## src/core/uarx_regs.svh

```systemverilog
// Constants for the asynchronous receive front end
`ifndef UARX_REGS_SVH
`define UARX_REGS_SVH

`define UARX_SPB_NORMAL 5'h10
`define UARX_SPB_DOUBLE 5'h08
`define UARX_VOTE_NORMAL 5'h08
`define UARX_VOTE_DOUBLE 5'h04
`define UARX_VOTE_MID 5'h01
`define UARX_VOTE_LAST 5'h02
`define UARX_FIRST_SAMPLE 5'h01
`define UARX_FIFO_DEPTH 16
`define UARX_FRAME_MAX 10
`define UARX_FRAME_MIN 5
`define UARX_DIV_W 12
`define UARX_BITCNT_W 4

`endif

```

## src/core/uarx_pkg.sv

```systemverilog
// Types shared by the receive front end
`include "uarx_regs.svh"

package uarx_pkg;

    typedef enum logic [1:0] {
        UARX_ST_IDLE = 2'b00,
        UARX_ST_START = 2'b01,
        UARX_ST_DATA = 2'b10,
        UARX_ST_STOP = 2'b11
    } uarx_state_t;

    typedef struct packed {
        logic frame_err;
        logic [`UARX_FRAME_MAX-1:0] data;
    } uarx_char_t;

endpackage

```

## src/core/uarx_receiver.sv

```systemverilog
// Asynchronous serial receive front end: sampling, voting, framing, buffer
//
// Functional notes
// - Receiver off empties the receive buffer completely.
// - Sample at 16x baud, 8x in double speed.
// - Falling edge on idle line starts detection.
// - Validate start on samples 8-10 or 4-6.
// - Majority high rejects start as noise spike.
// - Resynchronise bit timing on every valid start.
// - Sixteen or eight sample states per bit.
// - Each bit decided by three-sample majority vote.
// - Voting starts at sample 8 or 4.
// - Recover through first stop bit, ignore others.
// - Stop bit voted zero sets frame error.
// - New start accepted right after stop voting.
// - Complete flag high exactly while buffer holds data.
// - Frame error stored and read with its character.
// - Turning receiver off aborts reception at once.
`timescale 1ns/10ps
`default_nettype none
`include "uarx_regs.svh"

module uarx_receiver
    import uarx_pkg::*;
#(
    parameter int FIFO_DEPTH = `UARX_FIFO_DEPTH
) (
    input wire logic i_ref_clk,
    input wire logic i_reset_n,
    input wire logic i_serial_receive_line,
    input wire logic i_receiver_on,
    input wire logic i_double_speed_select,
    input wire logic [`UARX_DIV_W-1:0] i_baud_divisor,
    input wire logic [`UARX_BITCNT_W-1:0] i_frame_bits,
    input wire logic i_rx_read,
    output logic [`UARX_FRAME_MAX-1:0] o_rx_data_location,
    output logic o_frame_error_flag,
    output logic o_rx_complete_flag,
    output logic o_data_overrun
);
    generate
        if (FIFO_DEPTH < 2) begin : g_bad
            $error("uarx_receiver: FIFO_DEPTH too small");
        end
    endgenerate

    function automatic logic majority(input logic a, input logic b, input logic c);
        majority = (a & b) | (a & c) | (b & c);
    endfunction

    // Line synchroniser
    logic sync1_r;
    logic rxd_s_r;

    always_ff @(posedge i_ref_clk or negedge i_reset_n) begin
        if (!i_reset_n) begin
            sync1_r <= 1'b1;
            rxd_s_r <= 1'b1;
        end else begin
            sync1_r <= i_serial_receive_line;
            rxd_s_r <= sync1_r;
        end
    end

    // Receiver state
    uarx_state_t state_r;
    uarx_state_t state_nxt;
    logic [`UARX_DIV_W-1:0] div_r;
    logic [`UARX_DIV_W-1:0] div_nxt;
    logic [4:0] samp_r;
    logic [4:0] samp_nxt;
    logic [1:0] vote_r;
    logic [1:0] vote_nxt;
    logic last_r;
    logic last_nxt;
    logic [`UARX_BITCNT_W-1:0] bitcnt_r;
    logic [`UARX_BITCNT_W-1:0] bitcnt_nxt;
    logic [`UARX_FRAME_MAX-1:0] shreg_r;
    logic [`UARX_FRAME_MAX-1:0] shreg_nxt;
    uarx_char_t hold_r;
    uarx_char_t hold_nxt;
    logic hold_valid_r;
    logic hold_valid_nxt;
    logic overrun_r;
    logic overrun_nxt;

    logic tick_w;
    logic [4:0] spb_w;
    logic [4:0] vfirst_w;
    logic [4:0] n_w;
    logic vote_pt_w;
    logic maj_w;
    logic wrap_w;
    logic start_det_w;
    logic done_w;
    logic fifo_ready_w;
    uarx_char_t fifo_out_w;

    assign tick_w = (div_r == '0);
    assign spb_w = i_double_speed_select ? `UARX_SPB_DOUBLE : `UARX_SPB_NORMAL;
    assign vfirst_w = i_double_speed_select ? `UARX_VOTE_DOUBLE : `UARX_VOTE_NORMAL;
    assign n_w = (samp_r >= spb_w) ? `UARX_FIRST_SAMPLE : samp_r + 5'h01;
    assign wrap_w = tick_w && (samp_r >= spb_w);
    assign vote_pt_w = tick_w && (n_w == vfirst_w + `UARX_VOTE_LAST);
    assign maj_w = majority(vote_r[1], vote_r[0], rxd_s_r);
    assign start_det_w = (state_r == UARX_ST_IDLE) && tick_w && last_r && !rxd_s_r;
    assign done_w = (state_r == UARX_ST_STOP) && vote_pt_w;

    always_comb begin
        state_nxt = state_r;
        div_nxt = tick_w ? i_baud_divisor : div_r - 1'b1;
        samp_nxt = samp_r;
        vote_nxt = vote_r;
        last_nxt = tick_w ? rxd_s_r : last_r;
        bitcnt_nxt = bitcnt_r;
        shreg_nxt = shreg_r;
        hold_nxt = hold_r;
        hold_valid_nxt = hold_valid_r;
        overrun_nxt = 1'b0;
        if (hold_valid_r && fifo_ready_w) begin
            hold_valid_nxt = 1'b0;
        end
        if (state_r != UARX_ST_IDLE && tick_w) begin
            samp_nxt = n_w;
            if (n_w == vfirst_w || n_w == vfirst_w + `UARX_VOTE_MID) begin
                vote_nxt = {vote_r[0], rxd_s_r};
            end
        end
        case (state_r)
            UARX_ST_IDLE: begin
                if (start_det_w) begin
                    state_nxt = UARX_ST_START;
                    samp_nxt = `UARX_FIRST_SAMPLE;
                    bitcnt_nxt = '0;
                    shreg_nxt = '0;
                end
            end
            UARX_ST_START: begin
                if (vote_pt_w && maj_w) begin
                    state_nxt = UARX_ST_IDLE;
                end else if (wrap_w) begin
                    state_nxt = UARX_ST_DATA;
                end
            end
            UARX_ST_DATA: begin
                if (vote_pt_w) begin
                    shreg_nxt[bitcnt_r] = maj_w;
                    bitcnt_nxt = bitcnt_r + 1'b1;
                end else if (wrap_w && bitcnt_r >= i_frame_bits) begin
                    state_nxt = UARX_ST_STOP;
                end
            end
            UARX_ST_STOP: begin
                if (vote_pt_w) begin
                    state_nxt = UARX_ST_IDLE;
                    if (!hold_valid_nxt) begin
                        hold_valid_nxt = 1'b1;
                        hold_nxt.data = shreg_r;
                        hold_nxt.frame_err = !maj_w;
                    end else begin
                        overrun_nxt = 1'b1;
                    end
                end
            end
            default: begin
                state_nxt = UARX_ST_IDLE;
            end
        endcase
        if (!i_receiver_on) begin
            state_nxt = UARX_ST_IDLE;
            div_nxt = i_baud_divisor;
            samp_nxt = '0;
            last_nxt = 1'b0;
            hold_valid_nxt = 1'b0;
            overrun_nxt = 1'b0;
        end
    end

    always_ff @(posedge i_ref_clk or negedge i_reset_n) begin
        if (!i_reset_n) begin
            state_r <= UARX_ST_IDLE;
            div_r <= '0;
            samp_r <= '0;
            vote_r <= '0;
            last_r <= 1'b0;
            bitcnt_r <= '0;
            shreg_r <= '0;
            hold_r <= '0;
            hold_valid_r <= 1'b0;
            overrun_r <= 1'b0;
        end else begin
            state_r <= state_nxt;
            div_r <= div_nxt;
            samp_r <= samp_nxt;
            vote_r <= vote_nxt;
            last_r <= last_nxt;
            bitcnt_r <= bitcnt_nxt;
            shreg_r <= shreg_nxt;
            hold_r <= hold_nxt;
            hold_valid_r <= hold_valid_nxt;
            overrun_r <= overrun_nxt;
        end
    end

    // Character buffer; a full buffer stalls the hold register
    uarx_fifo #(
        .WIDTH($bits(uarx_char_t)),
        .DEPTH(FIFO_DEPTH)
    ) u_fifo (
        .i_ref_clk(i_ref_clk),
        .i_reset_n(i_reset_n),
        .i_flush(!i_receiver_on),
        .i_in_valid(hold_valid_r),
        .o_in_ready(fifo_ready_w),
        .i_in_data(hold_r),
        .o_out_valid(o_rx_complete_flag),
        .i_out_ready(i_rx_read),
        .o_out_data(fifo_out_w)
    );

    assign o_rx_data_location = fifo_out_w.data;
    assign o_frame_error_flag = fifo_out_w.frame_err;
    assign o_data_overrun = overrun_r;
endmodule

`default_nettype wire

```

## src/core/uarx_fifo.sv

```systemverilog
// Receive character FIFO with valid/ready on both sides and a flush
`timescale 1ns/10ps
`default_nettype none

module uarx_fifo #(
    parameter int WIDTH = 11,
    parameter int DEPTH = 16
) (
    input wire logic i_ref_clk,
    input wire logic i_reset_n,
    input wire logic i_flush,
    input wire logic i_in_valid,
    output logic o_in_ready,
    input wire logic [WIDTH-1:0] i_in_data,
    output logic o_out_valid,
    input wire logic i_out_ready,
    output logic [WIDTH-1:0] o_out_data
);
    localparam int AW = $clog2(DEPTH);

    generate
        if (DEPTH < 2 || (1 << AW) != DEPTH || WIDTH < 1) begin : g_bad
            $error("uarx_fifo: DEPTH must be a power of two of at least 2");
        end
    endgenerate

    logic [WIDTH-1:0] mem_r [DEPTH];
    logic [AW-1:0] wr_ptr_r;
    logic [AW-1:0] wr_ptr_nxt;
    logic [AW-1:0] rd_ptr_r;
    logic [AW-1:0] rd_ptr_nxt;
    logic [AW:0] cnt_r;
    logic [AW:0] cnt_nxt;
    logic push_w;
    logic pop_w;

    assign o_in_ready = (cnt_r != DEPTH[AW:0]);
    assign o_out_valid = (cnt_r != '0);
    assign o_out_data = mem_r[rd_ptr_r];
    assign push_w = i_in_valid && o_in_ready && !i_flush;
    assign pop_w = o_out_valid && i_out_ready && !i_flush;

    always_comb begin
        wr_ptr_nxt = wr_ptr_r;
        rd_ptr_nxt = rd_ptr_r;
        cnt_nxt = cnt_r;
        if (i_flush) begin
            wr_ptr_nxt = '0;
            rd_ptr_nxt = '0;
            cnt_nxt = '0;
        end else begin
            if (push_w) begin
                wr_ptr_nxt = wr_ptr_r + 1'b1;
            end
            if (pop_w) begin
                rd_ptr_nxt = rd_ptr_r + 1'b1;
            end
            if (push_w && !pop_w) begin
                cnt_nxt = cnt_r + 1'b1;
            end else if (pop_w && !push_w) begin
                cnt_nxt = cnt_r - 1'b1;
            end
        end
    end

    always_ff @(posedge i_ref_clk or negedge i_reset_n) begin
        if (!i_reset_n) begin
            wr_ptr_r <= '0;
            rd_ptr_r <= '0;
            cnt_r <= '0;
        end else begin
            wr_ptr_r <= wr_ptr_nxt;
            rd_ptr_r <= rd_ptr_nxt;
            cnt_r <= cnt_nxt;
        end
    end

    // Storage array, written only on an accepted push
    always_ff @(posedge i_ref_clk) begin
        if (push_w) begin
            mem_r[wr_ptr_r] <= i_in_data;
        end
    end

endmodule

`default_nettype wire

```

## config.mk

```make
export PLATFORM = sky130hd
export DESIGN_NAME = uarx_receiver
export DESIGN_NICKNAME = d
export VERILOG_FILES = /design/src/core/uarx_pkg.sv /design/src/core/uarx_receiver.sv /design/src/core/uarx_fifo.sv
export VERILOG_INCLUDE_DIRS = /design/src /design/src/core
export SDC_FILE = /design/constraint.sdc
export NUM_CORES = 1
export LEC_CHECK = 0
export BUFFER_PORTS_ARGS = -buffer_cell sky130_fd_sc_hd__buf_2
export CORE_UTILIZATION = 45
export DETAILED_ROUTE_END_ITERATION = 8
export GPL_TIMING_DRIVEN = 0
export PLACE_DENSITY_LB_ADDON = 0.3
export SYNTH_ARGS = -nofsm -noshare
export SYNTH_HDL_FRONTEND = slang
export SYNTH_SLANG_ARGS = --single-unit
```

## constraint.sdc

```tcl
create_clock -name i_ref_clk -period 3.2 [get_ports i_ref_clk]
set_input_delay 0.8 -clock i_ref_clk [delete_from_list [all_inputs] [get_ports i_ref_clk]]
set_output_delay 0.8 -clock i_ref_clk [all_outputs]
set_load 0.05 [all_outputs]
```

==> metrics.csv <==
stage,metric,value,unit
placement,placed insts,1026,
logic_synthesis,Yosys cell types,55,
drt,Vias/cell,5.72,
placement,Place WS,-0.648,ns
cells_and_area,share of cells above drive strength 1,22.0,%
setup_path,kind of critical path,reg2out,
power_and_ir_drop,Pleak,3.83,nW
timing,max-slew violation count,0,
floorplan,Die Wd,153,um
drt,First-pass DRT Iterations,4,
global_routing,largest net degree at the start of global routing,65,
setup_path,worst r2r src,div_r[0],
floorplan,Rows,55,
clock_tree,clock tree buffer depth,3,
clock_tree,later-pin clock latency in the skew report,0.54,ns
logic_synthesis,simple-gate share of the synthesized area,8.05,%
logic_synthesis,syn_nets,751,
timing,RSZ-0062 raised after global routing,yes,
logic_synthesis,Synth area leader,edfxtp_1,
cells_and_area,"non-filler cells, final",1072,
logic_synthesis,prevailing post-synth register cell,edfxtp_1,
floorplan,initial core utilization,45.7,%
global_routing,initial antenna violation count,0,
floorplan,I/O Pins,35,
power_and_ir_drop,power per cell area,598,nW/um^2
logic_synthesis,post-synthesis sequential area ratio,66.8,%
timing,final hold vios,0,
logic_synthesis,Gate Count Post-Synth,707,
logic_synthesis,"FFs w/ async S/R, synth",26.7,%
logic_synthesis,syn_area_per_cell,14.6,sq um
cells_and_area,Ant. Diodes,0,
setup_path,CP max FO,10,
logic_synthesis,Post-synth EDFFs,176,
logic_synthesis,multiplexer share of the synthesized area,11.3,%
placement,DP HPWL,14.5,mm
cells_and_area,"commonest non-fill, non-tap cell in the layout",edfxtp_1,
setup_path,CP Data Arrival Time,2.36,ns
job,Max Cap Viol,0,
drt,Post-DRT Antenna Nets,0,
timing,setup violators final,0,
logic_synthesis,Synth Area in XOR/XNOR,1.87,%
logic_synthesis,post-synthesis adder-cell area fraction,2.84,%
clock_tree,root buf cell,clkbuf_16,
floorplan,Core Area,22600,sq um
drt,drt total wl,22.3,mm
cells_and_area,area of the multi-input gates,3450,sq um
placement,Port Buffer Count,34,
logic_synthesis,post-synthesis compound-gate area fraction,7.41,%
timing,Tcrit/Tclk final,98.9,%
min_path,Hold Path End,rxd_s_r,
power_and_ir_drop,Pwr Total,7.15,mW
clock_tree,CTS tree,yes,
setup_path,Reg-to-Reg End,vote_r[1],
clock_tree,hold buffers post-CTS,0,
global_routing,Overall Global Routing Usage,19.4,%
cells_and_area,FILL cells,1835,
clock_tree,Num CTS Buffers,26,
placement,Routability Congestion,0.827,
clock_tree,clock transition at the registers of the reported paths,0.06,ns
setup_path,FF-to-FF path depth,8,
global_routing,total grt overflow,0,
cells_and_area,Final Util,53.0,%
setup_path,Critical Path End Type,output pin,
logic_synthesis,synth top area cells,"edfxtp_1 51%, dfrtp_1 15%, mux4_2 4.8%, mux2i_1 4.2%, ha_1 2.5%",
drt,DR iter-0 viols,493,
setup_path,flop-to-flop setup slack,0.17,ns
power_and_ir_drop,worst IR drop on VDD,0.000351,V
timing,worst hold slack,0.355,ns
floorplan,Chip Height,153,um
drt,Avg WL per Cell,20.8,um
global_routing,first-pass GRT wire length,35.0,mm
global_routing,vias in the first global route,6293,
timing,skew final,0.0313,ns
cells_and_area,most frequent cells in the layout,"176 x edfxtp_1, 59 x dfrtp_1, 54 x nor2_1",
logic_synthesis,Syn. warnings,0,
timing,worst setup margin,0.0355,ns
timing,Worst Tran Pin Value,1.23,ns
floorplan,Die Area,23500,sq um
logic_synthesis,Yosys reg bits,240,
timing,Max Clk Rate,316,MHz
run_status,status,"finished, final reports clean",
timing,Rel. slew slack,17.9,%
clock_tree,CTS H-Tree Depth,1,
setup_path,critical path launch point type,register,
logic_synthesis,post-synthesis cell area,10300,sq um
timing,"Min Clock Period, post-route",3.16,ns
cells_and_area,Layout area overhead,15.9,%
cells_and_area,nets,811,
drt,# DRC,0,
cells_and_area,Reg area,6890,sq um
setup_path,WP data required,2.40,ns
min_path,HP Class,reg2reg,
min_path,Hold Path Stages,0,
clock_tree,clock sink count,240,
drt,Via Count,6137,
logic_synthesis,Synth top area share,51.2,%
min_path,Hold Startpoint,sync1_r,
logic_synthesis,largest family of logic cells by synthesized area,multiplexers,
## synthesized netlist by cell type (19+ instances only)
| master | count |
|---|---|
| o21ai_0 | 36 |
| nand2_1 | 40 |
| mux4_2 | 22 |
| ha_1 | 21 |
| dfrtp_1 | 62 |
| mux2i_1 | 43 |
| edfxtp_1 | 176 |
| clkbuf_1 | 29 |
| a21oi_1 | 33 |
| nand3_1 | 19 |
| nor2_1 | 54 |
| mux2_2 | 19 |
## cell families (layout without fill, tap and decap cells)
group                      after synthesis  count (layout)
xor gates and xnor gates                22              22
and+or+nand+nor                        167             167
muxes                                   86              86
DFF                                    240             240
buffers and inverters                   47             127
adders and majority gates               23              23
AOI/OAI and AO/OA                      122             122
## what timing repair did
action                                  4_1_cts  5_1_grt
gates resized for setup                      54       43
hold endpoints to repair                      0        0
pin swaps                                     1        3
buffers inserted                              0        1
endpoints found under the setup margin       13       38
## routing by layer
| layer | up-vias | track usage, % | share of wire [%] | wire length [um] |
|---|---|---|---|---|
| met5 | - | 0 | 0 | 0 |
| met3 | 34 | 3.09 | 5.5 | 1220 |
| met4 | 0 | 6.38 | 2.5 | 554 |
| met2 | 168 | 32.7 | 49 | 11000 |
| li1 | 2825 | - | - | - |
| met1 | 3110 | 25.7 | 43 | 9470 |
## metrics by stage
stage / cell area, sq um / TNS, ns
2_1_floorplan: 10300 / 0
4_1_cts: 11800 / -0.00731
3_3_place_gp: 10800 / -6.17
5_1_grt: 12000 / -0.0479
6_report: 12000 / 0
3_5_place_dp: 10800 / -6.77
## power by group
part	leakage [nW]	internal, mW	total (mW)	switching (mW)
sequential	2.05	3.36	3.45	0.0890
clock	0.400	1.60	2.79	1.19
combinational	1.38	0.419	0.905	0.485
## worst max-delay path, cell delays in order, from the launching register on
cell and delay (ns):
dfrtp_2 0.50, clkbuf_8 0.27, mux4_2 0.57, a22oi_1 0.19
nand2_1 0.10, buf_2 0.22
## flip-flops by register name, summed over array words and instances (netlist names)
register,flops
bitcnt_r,4
div_r,12
hold_r,11
hold_valid_r,1
last_r,1
o_data_overrun,1
rxd_s_r,1
samp_r,5
shreg_r,10
state_r,2
sync1_r,1
u_fifo.cnt_r,5
u_fifo.mem_r,176
u_fifo.rd_ptr_r,4
u_fifo.wr_ptr_r,4
vote_r,2
## worst max path at each step
stage | from | to | cells after the start
CTS | u_fifo.rd_ptr_r[2] | o_rx_data_location[9] | 8
floorplan | u_fifo.cnt_r[1] | u_fifo.cnt_r[4] | 10
global route | u_fifo.rd_ptr_r[0] | o_rx_data_location[0] | 5
finish | u_fifo.rd_ptr_r[0] | o_frame_error_flag | 5
detailed placement | u_fifo.rd_ptr_r[0] | o_rx_data_location[9] | 8
global placement | u_fifo.rd_ptr_r[0] | o_rx_data_location[6] | 8
## final cells by class
type                       count  area share (%)
clock buffer                  33            5.74
sequential                   240            57.6
buffer                        31            1.68
inverter                      13           0.408
tap                          285            2.98
clock inverter                15           0.931
multi-input combinational    420            28.8
timing repair buffer          35            1.80
(Power assumes the default switching activity.)
